--- config.mk ---
export PLATFORM = sky130hd
export DESIGN_NAME = ocs_stage
export DESIGN_NICKNAME = d
export VERILOG_FILES = /design/src/ocs_stage.v
export VERILOG_INCLUDE_DIRS = /design/src
export SDC_FILE = /design/constraint.sdc
export NUM_CORES = 1
export LEC_CHECK = 0
export BUFFER_PORTS_ARGS = -buffer_cell sky130_fd_sc_hd__clkbuf_2
export CORE_AREA = 2 2 312 314
export CTS_BUF_LIST = sky130_fd_sc_hd__clkbuf_16
export DETAILED_ROUTE_END_ITERATION = 12
export DIE_AREA = 0 0 314 316
export PLACE_DENSITY = 0.6
export SLEW_MARGIN = 5
export SYNTH_ARGS = -nofsm -noshare
export SYNTH_HDL_FRONTEND = slang
export SYNTH_SLANG_ARGS = --single-unit
--- constraint.sdc ---
create_clock -name REF_CLK -period 7.8 [get_ports REF_CLK]
set_input_delay 1.56 -clock REF_CLK [delete_from_list [all_inputs] [get_ports REF_CLK]]
set_output_delay 1.56 -clock REF_CLK [all_outputs]
set_load 0.01 [all_outputs]
--- src/ocs_defs.vh ---
`ifndef OCS_DEFS_VH
`define OCS_DEFS_VH
// Clock rate and derived tick counts.
`define OCS_CLK_HZ 40000000
`define OCS_TICK_MS 1
`define OCS_TICK_CYCLES ((`OCS_CLK_HZ / 1000) * `OCS_TICK_MS)
`define OCS_SAMPLE_MS 5
`define OCS_AVG_MS 20
`define OCS_AVG_SAMPLES (`OCS_AVG_MS / `OCS_SAMPLE_MS)
// Release delay defaults, in 5 ms steps (60 ms).
`define OCS_REL_DELAY_MS 60
`define OCS_REL_STEPS_RST (`OCS_REL_DELAY_MS / `OCS_SAMPLE_MS)
// Threshold in units of 0.01 x nominal; default 1.20.
`define OCS_THR_RST 16'h0078
// Hysteresis as 97/100.
`define OCS_HYS_NUM 97
`define OCS_HYS_DEN 100
// Magnitude selector codes.
`define OCS_MAG_RMS 2'h1
`define OCS_MAG_TRMS 2'h2
`define OCS_MAG_PP 2'h3
// Operating modes.
`define OCS_OP_INSTANT 2'h0
`define OCS_OP_DT 2'h1
`define OCS_OP_INVERSE_TIME_MODE 2'h2
// Node mode codes.
`define OCS_NODE_ON 3'h1
`define OCS_NODE_BLOCKED 3'h2
`define OCS_NODE_TEST 3'h3
`define OCS_NODE_TESTBLK 3'h4
`define OCS_NODE_OFF 3'h5
// Forced status codes.
`define OCS_FORCE_NORMAL 5'h00
`define OCS_FORCE_START 5'h01
`define OCS_FORCE_TRIP 5'h02
`define OCS_FORCE_BLOCKED 5'h03
`define OCS_FORCE_START_A 5'h04
`define OCS_FORCE_TRIP_A 5'h07
`define OCS_FORCE_START_AB 5'h0A
`define OCS_FORCE_START_ABC 5'h0D
`define OCS_FORCE_TRIP_ABC 5'h11
`endif

--- src/ocs_stage.v ---
// Behaviour
// - Reset default: delayed release, 60 ms, hold.
// - Continued counting trips only after renewed pick-up.
// - No delayed release: clear counter on drop.
// - Delayed release, options off: freeze counter.
// - Timer reset option: counter counts down.
// - Forcing sets status; measurements still act.
// - Forced status codes, default normal.
// - Magnitude select RMS, TRMS, peak-to-peak.
// - Phase magnitudes consumed every 5 ms.
// - Pre-fault value is 20 ms average.
// - Side select between two modules.
// - Pick-up when any phase exceeds threshold.
// - Release below 97 percent of threshold.
// - Threshold in 0.01 nominal units, 1.20.
// - Start rises only while blocking inactive.
// - Outputs with ON/OFF events, 1 ms stamps.
// - Instant mode: start and trip together.
// - Cumulative event counters, clearable.
// - Eight setting groups, changeable at run.
// - Comm-bus threshold write gated, default off.
// - Node mode codes one to five.
// - Instant or definite-time operation; the inverse-time code runs as definite time.
// - Blocking at pick-up asserts blocked, drops start.
// - Release delay in 5 ms steps, 60 ms.
`timescale 1ns/100ps
`include "ocs_defs.vh"
module ocs_stage #(
   parameter MW = 16,
   parameter TICK_CYCLES = `OCS_TICK_CYCLES,
   parameter SAMPLE_MS = `OCS_SAMPLE_MS
) (
   input wire REF_CLK, // System clock, 40 MHz.
   input wire RESETN, // Asynchronous reset, active low.
   input wire [MW*9-1:0] SIDE1_MAG, // Side 1 magnitudes: RMS, TRMS, PP for A,B,C.
   input wire [MW*9-1:0] SIDE2_MAG, // Side 2 magnitudes, same layout.
   input wire SIDE_SEL, // Measurement side: 0 side 1, 1 side 2.
   input wire [1:0] MAG_SEL, // Magnitude selector code.
   input wire BLOCK_IN, // Blocking input from other clock domain.
   input wire [2:0] GROUP_SEL, // Active setting group.
   input wire [16*8-1:0] GROUP_THR, // Per-group threshold, 0.01 x nominal units.
   input wire [16*8-1:0] GROUP_DELAY, // Per-group operate delay, 5 ms steps.
   input wire [2*8-1:0] GROUP_OPMODE, // Per-group operating mode.
   input wire [8-1:0] GROUP_DLY_REL, // Per-group delayed release enable.
   input wire [8*8-1:0] GROUP_REL_STEPS, // Per-group release delay, 5 ms steps.
   input wire [8-1:0] GROUP_TMR_RST, // Per-group timer reset after release.
   input wire [8-1:0] GROUP_CONT, // Per-group continue counting.
   input wire GROUPS_VALID, // Group settings loaded; else defaults apply, except delay and mode.
   input wire COMM_CTRL_EN, // Comm bus may alter threshold.
   input wire COMM_THR_WE, // Comm bus threshold write strobe.
   input wire [15:0] COMM_THR, // Comm bus threshold value.
   input wire [2:0] NODE_MODE, // Node mode code.
   input wire FORCE_EN, // Global stage forcing enable.
   input wire [4:0] FORCE_STATUS, // Forced status code.
   input wire CNT_CLEAR, // Clear cumulative counters.
   output reg START, // Start output.
   output reg TRIP, // Trip output.
   output reg BLOCKED, // Blocked output.
   output reg [2:0] PHASE_START, // Per-phase start.
   output reg EVT_VALID, // Event pulse.
   output reg [2:0] EVT_SRC, // Event source, one-hot: 1 start, 2 trip, 4 blocked.
   output reg EVT_ON, // Event polarity: 1 ON, 0 OFF.
   output reg [31:0] EVT_STAMP, // Event time stamp in ms.
   output reg [MW-1:0] EVT_PREFAULT, // Pre-fault 20 ms average.
   output reg EVT2_VALID, // Paired trip event when start and trip change together.
   output reg [15:0] START_CNT, // Cumulative start count.
   output reg [15:0] TRIP_CNT, // Cumulative trip count.
   output reg [15:0] BLOCK_CNT // Cumulative blocked count.
);
   localparam ST_IDLE = 2'h0;
   localparam ST_RUN = 2'h1;
   localparam ST_REL = 2'h2;
   localparam ST_BLK = 2'h3;
   localparam [31:0] REL_RST_W = `OCS_REL_STEPS_RST;
   localparam [31:0] HYS_NUM_W = `OCS_HYS_NUM, HYS_DEN_W = `OCS_HYS_DEN;
   reg [31:0] tick_cnt_reg;
   reg [31:0] ms_reg;
   reg [2:0] samp_cnt_reg;
   reg samp_en;
   reg [2:0] blk_sync_reg;
   reg blk_reg;
   reg [15:0] thr_comm_reg;
   reg thr_comm_valid_reg;
   reg [1:0] state_reg;
   reg [15:0] op_cnt_reg;
   reg [7:0] rel_cnt_reg;
   reg [2:0] pick_reg;
   reg [MW-1:0] hist_reg [0:3];
   reg [1:0] hist_ptr_reg;
   reg start_int, trip_int, blk_int;
   reg [2:0] ph_int;
   reg prev_start_reg, prev_trip_reg, prev_blk_reg;
   wire [MW*9-1:0] side_mag = SIDE_SEL ? SIDE2_MAG : SIDE1_MAG;
   wire [1:0] mag_idx = (MAG_SEL == `OCS_MAG_TRMS) ? 2'd1 :
                        (MAG_SEL == `OCS_MAG_PP) ? 2'd2 : 2'd0;
   // Setting group selection; settings may change at any time.
   wire [15:0] g_thr = GROUPS_VALID ? GROUP_THR[GROUP_SEL*16 +: 16] : `OCS_THR_RST;
   wire [15:0] g_delay = GROUP_DELAY[GROUP_SEL*16 +: 16];
   wire [1:0] g_mode = GROUP_OPMODE[GROUP_SEL*2 +: 2];
   wire g_dly_rel = GROUPS_VALID ? GROUP_DLY_REL[GROUP_SEL] : 1'b1;
   wire [7:0] g_rel = GROUPS_VALID ? GROUP_REL_STEPS[GROUP_SEL*8 +: 8] :
                      REL_RST_W[7:0];
   wire g_tmr_rst = GROUPS_VALID ? GROUP_TMR_RST[GROUP_SEL] : 1'b0;
   wire g_cont = GROUPS_VALID ? GROUP_CONT[GROUP_SEL] : 1'b0;
   wire [15:0] thr = thr_comm_valid_reg ? thr_comm_reg : g_thr;
   wire node_off = (NODE_MODE == `OCS_NODE_OFF);
   wire node_blk = (NODE_MODE == `OCS_NODE_BLOCKED) || (NODE_MODE == `OCS_NODE_TESTBLK);
   wire pickup = |pick_reg;
   // Averaged history over the last four 5 ms samples.
   wire [MW+1:0] hist_sum = {2'b00, hist_reg[0]} + {2'b00, hist_reg[1]} +
                            {2'b00, hist_reg[2]} + {2'b00, hist_reg[3]};
   reg [MW-1:0] max_mag;
   reg [MW-1:0] phm;
   integer i, j;
   always @* begin
      max_mag = {MW{1'b0}};
      phm = {MW{1'b0}};
      for (j = 0; j < 3; j = j + 1) begin
         phm = side_mag[(j*3 + mag_idx)*MW +: MW];
         if (phm > max_mag) max_mag = phm;
      end
   end
   // Millisecond stamp and 5 ms sample enable.
   always @(posedge REF_CLK or negedge RESETN) begin
      if (!RESETN) begin
         tick_cnt_reg <= 32'h0;
         ms_reg <= 32'h0;
         samp_cnt_reg <= 3'h0;
         samp_en <= 1'b0;
      end else begin
         samp_en <= 1'b0;
         if (tick_cnt_reg == TICK_CYCLES - 1) begin
            tick_cnt_reg <= 32'h0;
            ms_reg <= ms_reg + 32'h1;
            if (samp_cnt_reg == SAMPLE_MS - 1) begin
               samp_cnt_reg <= 3'h0;
               samp_en <= 1'b1;
            end else begin
               samp_cnt_reg <= samp_cnt_reg + 3'h1;
            end
         end else begin
            tick_cnt_reg <= tick_cnt_reg + 32'h1;
         end
      end
   end
   // Blocking input synchroniser; a change counts once stages two and three agree.
   always @(posedge REF_CLK or negedge RESETN) begin
      if (!RESETN) begin
         blk_sync_reg <= 3'h0;
         blk_reg <= 1'b0;
      end else begin
         blk_sync_reg <= {blk_sync_reg[1:0], BLOCK_IN};
         if (blk_sync_reg[2] == blk_sync_reg[1]) blk_reg <= blk_sync_reg[2];
      end
   end
   // Comm bus threshold override, accepted only when enabled.
   always @(posedge REF_CLK or negedge RESETN) begin
      if (!RESETN) begin
         thr_comm_reg <= `OCS_THR_RST;
         thr_comm_valid_reg <= 1'b0;
      end else if (!COMM_CTRL_EN) begin
         thr_comm_valid_reg <= 1'b0;
      end else if (COMM_THR_WE) begin
         thr_comm_reg <= COMM_THR;
         thr_comm_valid_reg <= 1'b1;
      end
   end
   // Per-phase comparators with fixed 97 percent reset ratio; magnitude is in threshold units.
   genvar p;
   generate
      for (p = 0; p < 3; p = p + 1) begin : g_ph
         wire [MW-1:0] m = side_mag[(p*3 + mag_idx)*MW +: MW];
         wire [MW+7:0] m_s = {8'h0, m} * HYS_DEN_W[7:0];
         wire [MW+7:0] t_s = {8'h0, thr} * HYS_NUM_W[7:0];
         always @(posedge REF_CLK or negedge RESETN) begin
            if (!RESETN) pick_reg[p] <= 1'b0;
            else if (samp_en) begin
               if (m > thr) pick_reg[p] <= 1'b1;
               else if (m_s < t_s) pick_reg[p] <= 1'b0;
            end
         end
      end
   endgenerate
   // Pre-fault history of the selected highest phase magnitude.
   always @(posedge REF_CLK or negedge RESETN) begin
      if (!RESETN) begin
         hist_ptr_reg <= 2'h0;
         for (i = 0; i < 4; i = i + 1) hist_reg[i] <= {MW{1'b0}};
      end else if (samp_en) begin
         hist_reg[hist_ptr_reg] <= max_mag;
         hist_ptr_reg <= hist_ptr_reg + 2'h1;
      end
   end
   // Stage timing state machine, advanced each 5 ms program cycle.
   always @(posedge REF_CLK or negedge RESETN) begin
      if (!RESETN) begin
         state_reg <= ST_IDLE;
         op_cnt_reg <= 16'h0;
         rel_cnt_reg <= 8'h0;
      end else if (node_off) begin
         state_reg <= ST_IDLE;
         op_cnt_reg <= 16'h0;
      end else if (samp_en) begin
         case (state_reg)
            ST_IDLE: begin
               op_cnt_reg <= 16'h0;
               if (pickup && (blk_reg || node_blk)) state_reg <= ST_BLK;
               else if (pickup) state_reg <= ST_RUN;
            end
            ST_RUN: begin
               if (blk_reg || node_blk) begin
                  state_reg <= ST_BLK;
                  op_cnt_reg <= 16'h0;
               end else if (!pickup) begin
                  if (g_dly_rel && g_mode != `OCS_OP_INSTANT) begin
                     state_reg <= ST_REL;
                     rel_cnt_reg <= g_rel;
                  end else begin
                     state_reg <= ST_IDLE;
                     op_cnt_reg <= 16'h0;
                  end
               end else if (op_cnt_reg < g_delay) begin
                  op_cnt_reg <= op_cnt_reg + 16'h1;
               end
            end
            ST_REL: begin
               if (pickup) state_reg <= ST_RUN;
               else if (rel_cnt_reg <= 8'h1) begin
                  state_reg <= ST_IDLE;
                  op_cnt_reg <= 16'h0;
               end else begin
                  rel_cnt_reg <= rel_cnt_reg - 8'h1;
                  if (g_cont && op_cnt_reg < g_delay - 16'h1)
                     op_cnt_reg <= op_cnt_reg + 16'h1;
                  else if (g_tmr_rst && op_cnt_reg != 16'h0)
                     op_cnt_reg <= op_cnt_reg - 16'h1;
                  // Otherwise the count is frozen.
               end
            end
            ST_BLK: begin
               op_cnt_reg <= 16'h0;
               if (!pickup || !(blk_reg || node_blk)) state_reg <= ST_IDLE;
            end
            default: state_reg <= ST_IDLE;
         endcase
      end
   end
   // Output decode with forcing override; forcing overlays measured status.
   always @* begin
      start_int = (state_reg == ST_RUN) || (state_reg == ST_REL);
      trip_int = (state_reg == ST_RUN) && pickup &&
                 ((g_mode == `OCS_OP_INSTANT) || (op_cnt_reg >= g_delay));
      blk_int = (state_reg == ST_BLK);
      ph_int = start_int ? pick_reg : 3'h0;
      if (FORCE_EN) begin
         case (FORCE_STATUS)
            `OCS_FORCE_START: begin start_int = 1'b1; ph_int = 3'h7; end
            `OCS_FORCE_TRIP: begin start_int = 1'b1; trip_int = 1'b1; ph_int = 3'h7; end
            `OCS_FORCE_BLOCKED: blk_int = 1'b1;
            `OCS_FORCE_START_ABC: begin start_int = 1'b1; ph_int = 3'h7; end
            `OCS_FORCE_TRIP_ABC: begin start_int = 1'b1; trip_int = 1'b1; ph_int = 3'h7; end
            default: begin
               if (FORCE_STATUS >= `OCS_FORCE_START_A && FORCE_STATUS < `OCS_FORCE_TRIP_A) begin
                  start_int = 1'b1;
                  ph_int = 3'h1 << (FORCE_STATUS - `OCS_FORCE_START_A);
               end else if (FORCE_STATUS >= `OCS_FORCE_TRIP_A &&
                            FORCE_STATUS < `OCS_FORCE_START_AB) begin
                  start_int = 1'b1;
                  trip_int = 1'b1;
                  ph_int = 3'h1 << (FORCE_STATUS - `OCS_FORCE_TRIP_A);
               end else if (FORCE_STATUS > `OCS_FORCE_START_AB - 5'h1 &&
                            FORCE_STATUS < `OCS_FORCE_TRIP_ABC) begin
                  start_int = 1'b1;
                  trip_int = (FORCE_STATUS > `OCS_FORCE_START_ABC);
                  ph_int = (FORCE_STATUS == 5'h0A || FORCE_STATUS == 5'h0E) ? 3'h3 :
                           (FORCE_STATUS == 5'h0B || FORCE_STATUS == 5'h0F) ? 3'h6 : 3'h5;
               end
            end
         endcase
      end
   end
   // Outputs, time-stamped events and cumulative counters.
   always @(posedge REF_CLK or negedge RESETN) begin
      if (!RESETN) begin
         START <= 1'b0;
         TRIP <= 1'b0;
         BLOCKED <= 1'b0;
         PHASE_START <= 3'h0;
         prev_start_reg <= 1'b0;
         prev_trip_reg <= 1'b0;
         prev_blk_reg <= 1'b0;
         EVT_VALID <= 1'b0;
         EVT2_VALID <= 1'b0;
         EVT_SRC <= 3'h0;
         EVT_ON <= 1'b0;
         EVT_STAMP <= 32'h0;
         EVT_PREFAULT <= {MW{1'b0}};
         START_CNT <= 16'h0;
         TRIP_CNT <= 16'h0;
         BLOCK_CNT <= 16'h0;
      end else begin
         START <= start_int;
         TRIP <= trip_int;
         BLOCKED <= blk_int;
         PHASE_START <= ph_int;
         prev_start_reg <= start_int;
         prev_trip_reg <= trip_int;
         prev_blk_reg <= blk_int;
         EVT_VALID <= 1'b0;
         EVT2_VALID <= 1'b0;
         EVT_STAMP <= ms_reg;
         EVT_PREFAULT <= hist_sum[MW+1:2];
         if (start_int != prev_start_reg) begin
            EVT_VALID <= 1'b1;
            EVT_SRC <= 3'h1;
            EVT_ON <= start_int;
            EVT2_VALID <= (trip_int != prev_trip_reg);
         end else if (trip_int != prev_trip_reg) begin
            EVT_VALID <= 1'b1;
            EVT_SRC <= 3'h2;
            EVT_ON <= trip_int;
         end else if (blk_int != prev_blk_reg) begin
            EVT_VALID <= 1'b1;
            EVT_SRC <= 3'h4;
            EVT_ON <= blk_int;
         end
         // A simultaneous clear and count leaves the counter at one.
         START_CNT <= CNT_CLEAR ? 16'h0 : START_CNT;
         TRIP_CNT <= CNT_CLEAR ? 16'h0 : TRIP_CNT;
         BLOCK_CNT <= CNT_CLEAR ? 16'h0 : BLOCK_CNT;
         if (start_int && !prev_start_reg) START_CNT <= (CNT_CLEAR ? 16'h0 : START_CNT) + 16'h1;
         if (trip_int && !prev_trip_reg) TRIP_CNT <= (CNT_CLEAR ? 16'h0 : TRIP_CNT) + 16'h1;
         if (blk_int && !prev_blk_reg) BLOCK_CNT <= (CNT_CLEAR ? 16'h0 : BLOCK_CNT) + 16'h1;
      end
   end
endmodule // ocs_stage

; ---- Word level (Yosys, flattened, before mapping)
; Index checks and enable logic that the tools add are counted.
[totals]
reg_bits = 292
elab_cells = 269
out_inout_bits = 108
input_bits = 686
[classes]
magnitude_cmp = 23
bitwise_logic = 2
eq_ne = 37
n_mul = 4
add_sub_neg = 18
shifts = 9
muxes = 97
reduce_logical = 47
[op_table]
columns = cell, n
row1 = two-way mux 16 bit, 22
row2 = variable part select 128 x 8 -> 16 bit, 2
row3 = two-way mux 144 bit, 1
row4 = variable part select 144 x 7 -> 16 bit, 1
row5 = variable part select 144 x 8 -> 16 bit, 1
row6 = variable part select 144 x 9 -> 16 bit, 1
row7 = greater-than comparator 16 bit, 5
row8 = less-than comparator 23 bit, 3
row9 = "adder 16 x 1 -> 16 bit, second input constant", 4
row10 = "adder 32 x 1 -> 32 bit, second input constant", 2
row11 = bitwise mux 64 bit, 1
row12 = variable part select 64 x 7 -> 8 bit, 1
row13 = "multiplier 16 x 5 -> 21 bit, second input constant", 3
row14 = two-way mux 8 bit, 6
row15 = one-hot mux 16 bit (3 select lines), 1
row16 = two-way mux 1 bit, 33
row17 = demux 16 bit (select 2 bit), 1
row18 = "== test 32 x 16 -> 1 bit, second input constant", 1
row19 = less-than comparator 16 bit, 2
row20 = two-way mux 32 bit, 1
row21 = "subtractor 16 x 1 -> 16 bit, second input constant", 2
row22 = two-way mux 3 bit, 10
row23 = two-way mux 2 bit, 13
row24 = "== test 5 x 4 -> 1 bit, second input constant", 5
row25 = other kinds (57), 115

; ---- Logic depth before layout (Yosys ltp)
; Gate-level depths: netlist of the first run.
[depth]
depth_word = 12
mapped_depth = 38
depth_no_buf = 31

; ---- Worst setup path before layout of the first run
; OpenSTA, ideal clock, no wires.
[synth_path]
kind = input-to-reg
startpoint = input GROUP_SEL[1]
endpoint = register pick_reg[1]
setup_time_ps = 125
cell_stages = 34
n_path_buf = 6
slack_ps = -723
required_ps = 7675
t_arrival_ps = 8398
path_cell_list = buf_4 > buf_6 > buf_2 > buf_2 > buf_2 > clkbuf_1 > mux4_2 > mux2_2 > o22a_1 > ha_1 > ha_1 > ha_1 > inv_1 > fa_1 > inv_1 > ha_1 > o21a_1 > o31a_1 > o21ai_0 > nand2b_1 > a21oi_1 > nor2_1 > nor2_1 > xor2_1 > ha_1 > and4_1 > a221o_1 > a311oi_1 > o31ai_1 > a211oi_1 > o2111ai_1 > a22oi_1 > maj3_1 > o21ai_1
[synth_via]
elab_chain_cells = 7
word_cells_on_any_way = 9
classes_between = 1 x mul / 2 x order compare / 1 x shift / 3 x mux / 2 x reduce/logical
[synth_rtl]
columns = item, line_no
row1 = start: declaration, ocs_stage.v:40  ; input wire [2:0] GROUP_SEL,
row2 = variable part select 128 x 8 -> 16 bit *, ocs_stage.v:97  ; wire [15:0] g_thr = GROUPS_VALID ? GROUP_THR[GROUP_SEL*16 +: 16] : `OCS_THR_RST;
row3 = two-way mux 16 bit (no source line) *, --
row4 = two-way mux 16 bit *, ocs_stage.v:105  ; wire [15:0] thr = thr_comm_valid_reg ? thr_comm_reg : g_thr;
row5 = multiplier 16 x 7 -> 23 bit, ocs_stage.v:174  ; wire [MW+7:0] t_s = {8'h0, thr} * HYS_NUM_W[7:0];
row6 = less-than comparator 23 bit, ocs_stage.v:179  ; else if (m_s < t_s) pick_reg[p] <= 1'b0;
row7 = nonzero test 2 bit (no source line), --
row8 = AND reduction 2 bit (no source line), --
row9 = end signal: indexed assignment, ocs_stage.v:176  ; if (!RESETN) pick_reg[p] <= 1'b0;
row10 = end signal: indexed assignment, ocs_stage.v:178  ; if (m > thr) pick_reg[p] <= 1'b1;
row11 = end signal: indexed assignment, ocs_stage.v:179
row12 = end: declaration, ocs_stage.v:87  ; reg [2:0] pick_reg;
; Mark *: on every way between the ends. The rest lies on a longest branch, timed or not.
; A chain may end at the register's enable or synchronous reset.

; ---- Worst setup path after layout of the first run
[layout_path]
startpoint = input SIDE_SEL
endpoint = register pick_reg[1]
[layout_via]
elab_chain_cells = 6
word_cells_on_any_way = 8
classes_between = 1 x mul / 2 x order compare / 1 x shift / 2 x mux / 2 x reduce/logical
[layout_rtl]
columns = item, line_no
row1 = start: declaration, ocs_stage.v:37  ; input wire SIDE_SEL,
row2 = two-way mux 144 bit *, ocs_stage.v:93  ; wire [MW*9-1:0] side_mag = SIDE_SEL ? SIDE2_MAG : SIDE1_MAG;
row3 = variable part select 144 x 8 -> 16 bit *, ocs_stage.v:172  ; wire [MW-1:0] m = side_mag[(p*3 + mag_idx)*MW +: MW];
row4 = multiplier 16 x 5 -> 21 bit, ocs_stage.v:173  ; wire [MW+7:0] m_s = {8'h0, m} * HYS_DEN_W[7:0];
row5 = less-than comparator 23 bit, ocs_stage.v:179
row6 = nonzero test 2 bit (no source line), --
row7 = AND reduction 2 bit (no source line), --
; Marks and branches as above.

==> summary.txt, run 1 <==
LOGIC SYNTHESIS
--------------------------------------------------------------------------------
Async SR Flop Fraction                                                    100.0%
Mapped cell area                                                    0.03084 sq mm
FF+latch count, synth                                                        292
Leading area contributor after synthesis                            sky130_fd_sc_hd__dfrtp_1
Top cells by count, synth                                           445 x sky130_fd_sc_hd__ha_1, 288 x sky130_fd_sc_hd__dfrtp_1, 286 x sky130_fd_sc_hd__nand2_1
Fraction of the yosys area taken by sequential cells                      23.71%
Count of synthesis-stage warnings from yosys                                   0
Distinct cells, synth                                                         97
Cell types with the largest area share after synthesis              sky130_fd_sc_hd__dfrtp_1 23%, sky130_fd_sc_hd__ha_1 18%, sky130_fd_sc_hd__mux4_2 6.9%
Post-Syn Area per Cell                                               9.296 sq um
EDFF count, synth                                                              0
Top_reg_cell synth                                                  sky130_fd_sc_hd__dfrtp_1
Area fraction of the dominant cell type after synthesis                   23.37%
Syn Inst Count                                                              3318
Post-Synthesis Net Count                                                    4522
Top-count cell post-synth                                           sky130_fd_sc_hd__ha_1

FLOORPLAN
--------------------------------------------------------------------------------
Initial standard-cell utilization of the core                             32.13%
Num rows                                                                     114
Area of the core                                                    0.09599 sq mm
Die Y                                                                     316 um
Total die area                                                      0.09922 sq mm
X dimension of the die                                                    314 um
Number of I/O pins                                                           794

CRITICAL PATH
--------------------------------------------------------------------------------
Worst Setup End Kind                                                    register
Worst path arrival time                                                  7.81 ns
Slowest library cell on the worst path                              sky130_fd_sc_hd__mux4_2
Largest delay share family, worst path                              compound AO/OA/AOI/OAI gates
Data required time at the worst endpoint                                 8.26 ns
Number of buffers and inverters on the critical path                           5
Startpoint types                                                      input port
Crit. path cell count                                                         25
Worst Path Class, Setup                                             input port to register
Maximum fanout count along the critical path                                  17
Path depth of the worst reg2reg path                                          27
Slowest cell delay on critical path                                      0.52 ns
Most common cell on crit path                                       sky130_fd_sc_hd__ha_1

STA
--------------------------------------------------------------------------------
Final number of max-transition violations                                      0
Aggregate negative setup slack                                              0 ns
Final Hold Vio Count                                                           0
Worst rel slew slack                                                      19.36%
Clock tree skew after final layout                                    0.04217 ns
Min Clock Period, post-route                                            7.346 ns
Transition time of the tightest slew-check pin                          1.207 ns
Achievable frequency                                                   136.1 MHz
Share of the cycle needed by the critical path after routing              94.18%
Unrepaired setup endpoints after global routing                               no
Finish-stage setup viols                                                       0

CLOCK NETWORK
--------------------------------------------------------------------------------
Count of hold-fix buffers inserted at cts                                      0
Clock tree from TritonCTS                                                    yes
PostCTS Resize Cnt                                                             0
Buffer depth of the longest clock path                                         3
Library cell used as clock root buffer                              sky130_fd_sc_hd__clkbuf_16
Clock insertion delay at the later pin of the skew report                0.57 ns
Sink count of the clock tree                                                 292
Level count of the clock H-tree                                                2
Clk pin slew, worst setup/hold paths                                     0.07 ns
Postcts setup bufs                                                             0
Number of buffers added by the clock tree synthesis step                      38

WORST HOLD PATH
--------------------------------------------------------------------------------
Worst hold stages                                                              0
Worst hold path class                                               register to register

POWER
--------------------------------------------------------------------------------
Sequential share of power                                                  18.3%
Part of the power in the clock network                                     19.9%
Switching Share                                                           42.52%
Net Sw Power                                                            3.745 mW
Comb pwr share                                                             61.8%
Power Density                                                       227.1 mW/mm^2
Worst-case vdd ir drop                                                 0.2038 mV
Cell-internal power                                                     5.063 mW
Leak pwr                                                                19.17 nW

CELLS AND AREA
--------------------------------------------------------------------------------
Utilization after layout                                                  40.41%
Final-stage net count                                                       5419
Final standard cell count with taps included and fillers excluded           5530
Largest register FFs                                                          64
Share of cells above drive strength 1                                     28.86%
Area overhead of the layout relative to synthesis                         25.76%

PLACED DESIGN
--------------------------------------------------------------------------------
HPWL Detailed                                                           93530 um
Count of input and output buffers                                            793
Final RePlAce weighted congestion                                          1.025
Cell total after placement                                                  5451

GLOBAL ROUTING
--------------------------------------------------------------------------------
Global routing usage summed across all routing layers                     22.14%
Via count of the first global-routing pass                                28.33k
Global-route wire length before repair                                 170400 um
Number of antenna violations at the first check in global routing             11
Maximum number of pins on one net before global-route repair                 156
Global route total overflow                                                    0

ROUTE
--------------------------------------------------------------------------------
Residual antenna-violating net count after detailed routing                    0
Router iterations before antenna repair                                        6
Post-route DRC                                                                 0
DRT iter0 DRCs                                                              2371
Wirelength, routed                                                     113100 um
WL per Instance                                                         20.44 um
Vias                                                                      29.08k
Per-cell via count in the routed design                                    5.258

RUN STATUS
--------------------------------------------------------------------------------
Status                                                              finished clean

JOB
--------------------------------------------------------------------------------
Max Cap Viol                                                                   0

==> kinds of logic after synthesis <==
kind of cell | after synthesis | synth area share (%)
AND/OR/NAND/NOR | 936 | 14.57
XOR/XNOR | 182 | 5.168
multiplexers | 264 | 12.52
buffers and inverters | 406 | 5.338
flip-flops | 292 | 23.71
adder cells (fa/ha/maj) | 522 | 22.92
AO/OA/AOI/OAI | 716 | 15.78
==> final cells by class <==
cell class	instances	area, sq um
clock inverter	30	256.5
sequential	292	7313
fill	9624	57200
clock buffer	39	975.9
antenna	10	25.02
timing repair buffer	999	5682
tap	1276	1597
multi-input combinational	2620	21950
inverter	264	991.0
==> worst paths after layout <==
kind | from | endpoint | slack [ns]
min in group asynchronous | RESETN | EVT_STAMP[10] | 1.01
max reg2reg | thr_comm_valid_reg | pick_reg[1] | 1.30
max | SIDE_SEL | pick_reg[1] | 0.45
min reg2reg | blk_sync_reg[0] | blk_sync_reg[1] | 0.35
min | blk_sync_reg[0] | blk_sync_reg[1] | 0.35
max in group asynchronous | RESETN | pick_reg[2] | 5.48
==> worst reg2reg max path: cells and delay by family, from the launching register on <==
family                   cells  cell delay [ns]
AO/OA/AOI/OAI               11             2.45
adder cells (fa/ha/maj)      7             1.90
AND/OR/NAND/NOR              7             1.05
flip-flops                   1             0.69
XOR/XNOR                     1             0.21
buffers and inverters        1             0.12
==> power by group through the flow <==
stage,Combinational [mW],Sequential (mW),Clock (mW)
2_1_floorplan,3.58,1.62,0
3_3_place_gp,5.29,1.63,0
3_5_place_dp,5.35,1.63,0
4_1_cts,5.40,1.61,1.82
5_1_grt,6.07,1.61,1.87
6_report,5.45,1.61,1.76
==> metrics by stage <==
step	power (mW)	worst slack, ns	hold slack, ns	area, sq um
2_1_floorplan	5.203	-0.2000	0.3312	31050
3_3_place_gp	6.918	0.02434	0.3388	37530
3_5_place_dp	6.988	-0.004456	0.3410	37530
4_1_cts	8.824	0.5805	0.3537	38770
5_1_grt	9.550	0.1422	0.3650	38790
6_report	8.808	0.4538	0.3506	38790
==> per-layer routing <==
metal	GRT usage (%)	share of wire (%)	vias to the layer above
met3	3.489	6.5	149
met1	30.41	44	13950
met5	0	0	-
li1	-	-	13980
met4	8.036	3.7	0
met2	35.17	45	1003
==> layout by cell type, fill, tap and decap left out, drive strengths merged, types with 10 or more instances in the layout <==
cell    count
a211oi     37
a21boi     15
a21o       52
a21oi     154
a221o      10
a31oi      16
a32o       10
and2       12
and3       21
and4       10
buf       213
clkbuf    825
clkinv     14
dfrtp     288
diode      10
fa         73
ha        445
inv       274
mux2       34
mux2i     136
mux4       94
nand2     287
nand2b     20
nand3     139
nand4      64
nor2      201
nor2b      41
nor3       74
nor3b      13
nor4       11
o211ai     30
o21a       50
o21ai     153
o21bai     12
o221ai     70
o22ai      24
o31ai      13
or3        17
xnor2     106
xor2       76
Note: power is estimated with default switching activity, not from simulation.
==> inputs of run 2 (changes only) <==
CTS_BUF_LIST = sky130_fd_sc_hd__clkbuf_8 sky130_fd_sc_hd__clkbuf_16   (was sky130_fd_sc_hd__clkbuf_16)
PLACE_DENSITY = not set   (was 0.6)
PLACE_DENSITY_LB_ADDON = 0.08   (was not set)
==> summary.txt, run 2 (same netlist as run 1, synthesis figures left out) <==
RUN STATUS
--------------------------------------------------------------------------------
Status                                                              finished clean   unchanged

STA
--------------------------------------------------------------------------------
Aggregate negative setup slack                                              0 ns   unchanged
Final number of max-transition violations                                      0   unchanged
Transition time of the tightest slew-check pin                          1.168 ns   was 1.207 ns
Min Clock Period, post-route                                            7.424 ns   was 7.346 ns
Finish-stage setup viols                                                       0   unchanged
Clock tree skew after final layout                                    0.02645 ns   was 0.04217 ns
Unrepaired setup endpoints after global routing                               no   unchanged
Share of the cycle needed by the critical path after routing              95.18%   was 94.18%
Achievable frequency                                                   134.7 MHz   was 136.1 MHz
Worst rel slew slack                                                      21.33%   was 19.36%
Final Hold Vio Count                                                           0   unchanged

POWER
--------------------------------------------------------------------------------
Worst-case vdd ir drop                                                 0.1324 mV   was 0.2038 mV
Leak pwr                                                                19.49 nW   was 19.17 nW
Power Density                                                       230.8 mW/mm^2   was 227.1 mW/mm^2

PLACED DESIGN
--------------------------------------------------------------------------------
HPWL Detailed                                                          100900 um   was 93530 um
Final RePlAce weighted congestion                                         0.9933   was 1.025
Placement Cell Area                                                 0.03795 sq mm   was 0.03753 sq mm
Count of input and output buffers                                            793   unchanged

FLOORPLAN
--------------------------------------------------------------------------------
X dimension of the die                                                    314 um   unchanged
Total die area                                                      0.09922 sq mm   unchanged
Die Y                                                                     316 um   unchanged
Initial standard-cell utilization of the core                             32.13%   unchanged
Area of the core                                                    0.09599 sq mm   unchanged
Num rows                                                                     114   unchanged
Number of I/O pins                                                           794   unchanged

ROUTE
--------------------------------------------------------------------------------
Per-cell via count in the routed design                                    5.174   was 5.258
WL per Instance                                                         21.63 um   was 20.44 um
Residual antenna-violating net count after detailed routing                    0   unchanged
Vias                                                                      28.84k   was 29.08k
Post-route DRC                                                                 0   unchanged
Wirelength, routed                                                     120600 um   was 113100 um
DRT iter0 DRCs                                                              2010   was 2371
Router iterations before antenna repair                                        5   was 6

CRITICAL PATH
--------------------------------------------------------------------------------
Largest delay share family, worst path                              compound AO/OA/AOI/OAI gates   unchanged
Data required time at the worst endpoint                                 8.25 ns   was 8.26 ns
Slowest cell delay on critical path                                      0.37 ns   was 0.52 ns
Worst Setup End Kind                                                    register   unchanged
Slowest library cell on the worst path                              sky130_fd_sc_hd__mux2i_2   was sky130_fd_sc_hd__mux4_2
Maximum fanout count along the critical path                                  31   was 17
Number of buffers and inverters on the critical path                           7   was 5
Worst Path Class, Setup                                             input port to register   unchanged
Startpoint types                                                      input port   unchanged
Worst path arrival time                                                  7.88 ns   was 7.81 ns

CLOCK NETWORK
--------------------------------------------------------------------------------
Postcts setup bufs                                                             0   unchanged
Level count of the clock H-tree                                                2   unchanged
Library cell used as clock root buffer                              sky130_fd_sc_hd__clkbuf_16   unchanged
Clock tree from TritonCTS                                                    yes   unchanged
Clock insertion delay at the later pin of the skew report                0.56 ns   was 0.57 ns
Number of buffers added by the clock tree synthesis step                      40   was 38
Sink count of the clock tree                                                 292   unchanged
Clk pin slew, worst setup/hold paths                                     0.06 ns   was 0.07 ns
Buffer depth of the longest clock path                                         3   unchanged

WORST HOLD PATH
--------------------------------------------------------------------------------
Worst hold path class                                               register to register   unchanged

GLOBAL ROUTING
--------------------------------------------------------------------------------
Via count of the first global-routing pass                                29.06k   was 28.33k
Number of antenna violations at the first check in global routing             15   was 11
Global route total overflow                                                    0   unchanged
Maximum number of pins on one net before global-route repair                  97   was 156
Global routing usage summed across all routing layers                     23.89%   was 22.14%
Global-route wire length before repair                                 180700 um   was 170400 um

CELLS AND AREA
--------------------------------------------------------------------------------
Area overhead of the layout relative to synthesis                         27.61%   was 25.76%
Largest register FFs                                                          64   unchanged
Most common library cell in the layout ignoring fill and taps       sky130_fd_sc_hd__clkbuf_2   unchanged
Area used by multi-input combinational logic                        0.02195 sq mm   about the same
Post-Layout Inst Area                                               0.03936 sq mm   was 0.03879 sq mm
Utilization after layout                                                  41.00%   was 40.41%
Number of inserted filler cells in the final layout                         9692   was 9624
Total area of sequential cells                                      0.007313 sq mm   unchanged
Top library cells by usage in the layout, fill and taps aside       786 x sky130_fd_sc_hd__clkbuf_2, 443 x sky130_fd_sc_hd__ha_1, 287 x sky130_fd_sc_hd__dfrtp_1   unchanged
Final-stage net count                                                       5464   was 5419
Share of cells above drive strength 1                                     29.95%   was 28.86%

JOB
--------------------------------------------------------------------------------
Max Cap Viol                                                                   0   unchanged

[run 2: cell types whose count changed in the layout (fill, tap and decap cells not counted), moves of 4 or more]
cell | previous run | this run
sky130_fd_sc_hd__inv_1 | 273 | 268
sky130_fd_sc_hd__buf_12 | 11 | 19
sky130_fd_sc_hd__clkinv_1 | 7 | 0
sky130_fd_sc_hd__buf_4 | 200 | 234
sky130_fd_sc_hd__clkbuf_8 | 0 | 10
sky130_fd_sc_hd__clkinv_2 | 5 | 9
[run 2: area by class of cell]
class | count | area share [%]
diodes | 8 | 0.05086
clock buffers | 51 | 2.956
clock inverters | 22 | 0.5563
inverters | 264 | 2.518
multi-input cells | 2620 | 55.78
flip-flops and latches | 292 | 18.58
well taps | 1276 | 4.056
repair buffers | 1042 | 15.50
[run 2: worst register-to-register path, delay by kind of cell (launching register included)]
family	cells	cell delay, ns
AND/OR/NAND/NOR	6	0.80
buffers and inverters	3	0.32
flip-flops	1	0.40
adder cells (fa/ha/maj)	7	2.11
XOR/XNOR	1	0.38
AO/OA/AOI/OAI	11	2.21
[run 2: what timing repair did]
item / 4_1_cts / 5_1_grt
hold buffers: 0 / 0
resized for setup: 0 / 1
endpoints found under the setup margin: 0 / 32
[run 2: path summary, 6_finish.rpt]
check / start / to / slack (ns) / cells past startpoint
setup / recovery: SIDE_SEL / hist_reg[63] / 0.38 / 33
hold / removal: blk_sync_reg[0] / blk_sync_reg[1] / 0.36 / 0
setup reg to reg: thr_comm_valid_reg / pick_reg[1] / 1.47 / 28
hold reg to reg: blk_sync_reg[0] / blk_sync_reg[1] / 0.36 / 0
max in group asynchronous: RESETN / hist_ptr_reg[1] / 5.49 / 2
min in group asynchronous: RESETN / EVT_PREFAULT[6] / 0.96 / 1
[run 2: power by group]
part	switching [mW]	total, mW	internal, mW
logic	3.06	5.56	2.50
clock network	0.757	1.92	1.16
registers	0.0517	1.61	1.56
total	3.87	9.09	5.22
[run 2: per-layer routing]
layer	part of all wire, %	GRT usage [%]	vias to the layer above
li1	-	-	14080
met1	44	32.10	13820
met2	48	40.40	831
met3	4.9	2.755	114
met4	2.9	6.916	2
met5	0.0091	0	-
[run 2: stage by stage]
step,power (mW),std cells,hold WS [ns],setup slack (ns)
global placement,7.158,5494,0.3508,-0.1554
floorplan,5.203,3318,0.3312,-0.2000
global route,9.933,5575,0.3669,0.006711
CTS,9.162,5567,0.3602,0.3494
finish,9.086,5575,0.3556,0.3756
detailed placement,7.157,5494,0.3472,-0.2488
==> inputs of run 3 (changes only) <==
CORE_AREA = 2 2 309 311   (was 2 2 312 314)
CTS_BUF_LIST = sky130_fd_sc_hd__clkbuf_8   (was sky130_fd_sc_hd__clkbuf_8 sky130_fd_sc_hd__clkbuf_16)
DIE_AREA = 0 0 311 313   (was 0 0 314 316)
==> summary.txt, run 3 (same netlist as run 1, synthesis figures left out) <==
RUN STATUS
--------------------------------------------------------------------------------
Status                                                              finished clean   unchanged

CLOCK NETWORK
--------------------------------------------------------------------------------
PostCTS Resize Cnt                                                             0   unchanged
Postcts setup bufs                                                             0   unchanged
Library cell used as clock root buffer                              sky130_fd_sc_hd__clkbuf_8   was sky130_fd_sc_hd__clkbuf_16
Level count of the clock H-tree                                                2   unchanged
Clk pin slew, worst setup/hold paths                                     0.06 ns   about the same
Clock insertion delay at the later pin of the skew report                0.67 ns   was 0.56 ns
Buffer depth of the longest clock path                                         3   unchanged
Sink count of the clock tree                                                 292   unchanged
Number of buffers added by the clock tree synthesis step                      58   was 40
Clock tree from TritonCTS                                                    yes   unchanged
Count of hold-fix buffers inserted at cts                                      0   unchanged

ROUTE
--------------------------------------------------------------------------------
Residual antenna-violating net count after detailed routing                    0   unchanged
Post-route DRC                                                                 0   unchanged
Vias                                                                      28.92k   was 28.84k
DRT iter0 DRCs                                                              1959   was 2010
WL per Instance                                                         21.38 um   was 21.63 um
Per-cell via count in the routed design                                    5.179   was 5.174
Wirelength, routed                                                     119400 um   was 120600 um
Router iterations before antenna repair                                        7   was 5

WORST HOLD PATH
--------------------------------------------------------------------------------
Worst hold path class                                               register to register   unchanged
Launch point of the worst hold path                                 blk_sync_reg[0]   unchanged
Worst hold stages                                                              0   unchanged
Min-Delay Endpoint                                                  blk_sync_reg[1]   unchanged

FLOORPLAN
--------------------------------------------------------------------------------
Initial standard-cell utilization of the core                             32.76%   was 32.13%
Total die area                                                      0.09734 sq mm   was 0.09922 sq mm
Num rows                                                                     113   was 114
Area of the core                                                    0.09416 sq mm   was 0.09599 sq mm
Number of I/O pins                                                           794   unchanged
Die Y                                                                     313 um   was 316 um
X dimension of the die                                                    311 um   was 314 um

STA
--------------------------------------------------------------------------------
Clock tree skew after final layout                                    0.03551 ns   was 0.02645 ns
Final Worst Setup Slack                                                0.4940 ns   was 0.3756 ns
Achievable frequency                                                   136.9 MHz   was 134.7 MHz
Min Clock Period, post-route                                            7.306 ns   was 7.424 ns
Finish-stage setup viols                                                       0   unchanged
Final Hold Vio Count                                                           0   unchanged
Unrepaired setup endpoints after global routing                               no   unchanged
Final number of max-transition violations                                      0   unchanged
Transition time of the tightest slew-check pin                          1.167 ns   was 1.168 ns
Worst rel slew slack                                                      21.99%   was 21.33%
Share of the cycle needed by the critical path after routing              93.67%   was 95.18%
Aggregate negative setup slack                                              0 ns   unchanged

GLOBAL ROUTING
--------------------------------------------------------------------------------
Global-route wire length before repair                                 180700 um   about the same
Number of antenna violations at the first check in global routing             11   was 15
Global route total overflow                                                    0   unchanged
Via count of the first global-routing pass                                29.22k   was 29.06k
Maximum number of pins on one net before global-route repair                 107   was 97
Global routing usage summed across all routing layers                     24.04%   was 23.89%

POWER
--------------------------------------------------------------------------------
Worst-case vdd ir drop                                                 0.1664 mV   was 0.1324 mV
Power Density                                                       228.8 mW/mm^2   was 230.8 mW/mm^2
Leak pwr                                                                19.43 nW   was 19.49 nW

CELLS AND AREA
--------------------------------------------------------------------------------
Utilization after layout                                                  41.54%   was 41.00%
Most common library cell in the layout ignoring fill and taps       sky130_fd_sc_hd__clkbuf_2   unchanged
Final standard cell count with taps included and fillers excluded           5584   was 5575
Area overhead of the layout relative to synthesis                         26.82%   was 27.61%
Largest register FFs                                                          64   unchanged
Top library cells by usage in the layout, fill and taps aside       786 x sky130_fd_sc_hd__clkbuf_2, 443 x sky130_fd_sc_hd__ha_1, 287 x sky130_fd_sc_hd__dfrtp_1   unchanged
Share of cells above drive strength 1                                     30.00%   was 29.95%
Final-stage net count                                                       5470   was 5464

PLACED DESIGN
--------------------------------------------------------------------------------
Pre-CTS setup slack                                                   -0.1395 ns   was -0.2488 ns
Cell total after placement                                                  5471   was 5494
Final RePlAce weighted congestion                                          1.004   was 0.9933
Count of input and output buffers                                            793   unchanged
HPWL Detailed                                                           99600 um   was 100900 um

CRITICAL PATH
--------------------------------------------------------------------------------
Worst Path Class, Setup                                             input port to register   unchanged
Data required time at the worst endpoint                                 8.31 ns   was 8.25 ns
Slowest library cell on the worst path                              sky130_fd_sc_hd__mux4_2   was sky130_fd_sc_hd__mux2i_2
Worst path arrival time                                                  7.82 ns   was 7.88 ns
Reg-to-reg startpoint                                               thr_comm_valid_reg   unchanged
Path depth of the worst reg2reg path                                          28   unchanged
Startpoint types                                                      input port   unchanged
Most common cell on crit path                                       sky130_fd_sc_hd__ha_1
Slowest cell delay on critical path                                      0.56 ns   was 0.37 ns
Worst R2R End                                                        pick_reg[1]   unchanged
Worst Setup End Kind                                                    register   unchanged
Reg2reg setup slack                                                      0.98 ns   was 1.47 ns
Maximum fanout count along the critical path                                  11   was 31

JOB
--------------------------------------------------------------------------------
Max Cap Viol                                                                   0   unchanged

[run 3: routing by layer]
metal  track usage [%]  part of all wire, %  vias up
li1                  -                    -    14070
met3             2.891                  5.0      139
met4             7.433                  3.3        6
met1             32.46                   45    13900
met2             40.20                   47      812
met5                 0                0.031        -
[run 3: where the power goes]
part	internal, mW	switching, mW	total [mW]
Combinational	2.48	3.03	5.50
Sequential	1.56	0.0530	1.61
Clock	1.10	0.732	1.84
Total	5.14	3.81	8.95
[run 3: metrics by stage]
| step | hold slack, ns | area [sq um] | power [mW] |
|---|---|---|---|
| 2_1_floorplan | 0.3312 | 31050 | 5.203 |
| 3_3_place_gp | 0.3408 | 37730 | 7.098 |
| 3_5_place_dp | 0.3433 | 37730 | 7.098 |
| 4_1_cts | 0.3546 | 39100 | 9.022 |
| 5_1_grt | 0.3652 | 39110 | 9.763 |
| 6_report | 0.3525 | 39120 | 8.952 |
[run 3: worst max-delay path by stage]
stage / startpoint / to / slack, ns / cells after the start
global route: MAG_SEL[1] / pick_reg[2] / 0.08 / 30
detailed placement: GROUP_SEL[0] / pick_reg[1] / -0.14 / 29
finish: GROUP_SEL[0] / pick_reg[1] / 0.49 / 29
floorplan: GROUP_SEL[0] / pick_reg[1] / -0.20 / 34
CTS: GROUP_SEL[0] / pick_reg[1] / 0.56 / 29
global placement: MAG_SEL[1] / pick_reg[2] / -0.06 / 29
[run 3: final cells by class]
type                            instances  area (sq um)
Fill cell                            9644         55050
Multi-Input combinational cell       2620         21960
Sequential cell                       292          7313
Timing Repair Buffer                 1030          5877
Tap cell                             1265          1583
Clock buffer                           76          1046
Inverter                              264         991.0
Clock inverter                         31         329.1
Antenna cell                            6         15.01
[run 3: worst max-delay path, delay by kind of cell]
family	cells	cell delay [ns]
compound gates	11	2.24
fa+ha+maj	7	2.08
mux	2	0.85
simple gates	5	0.50
xor+xnor	1	0.34
buf+inv	3	0.24
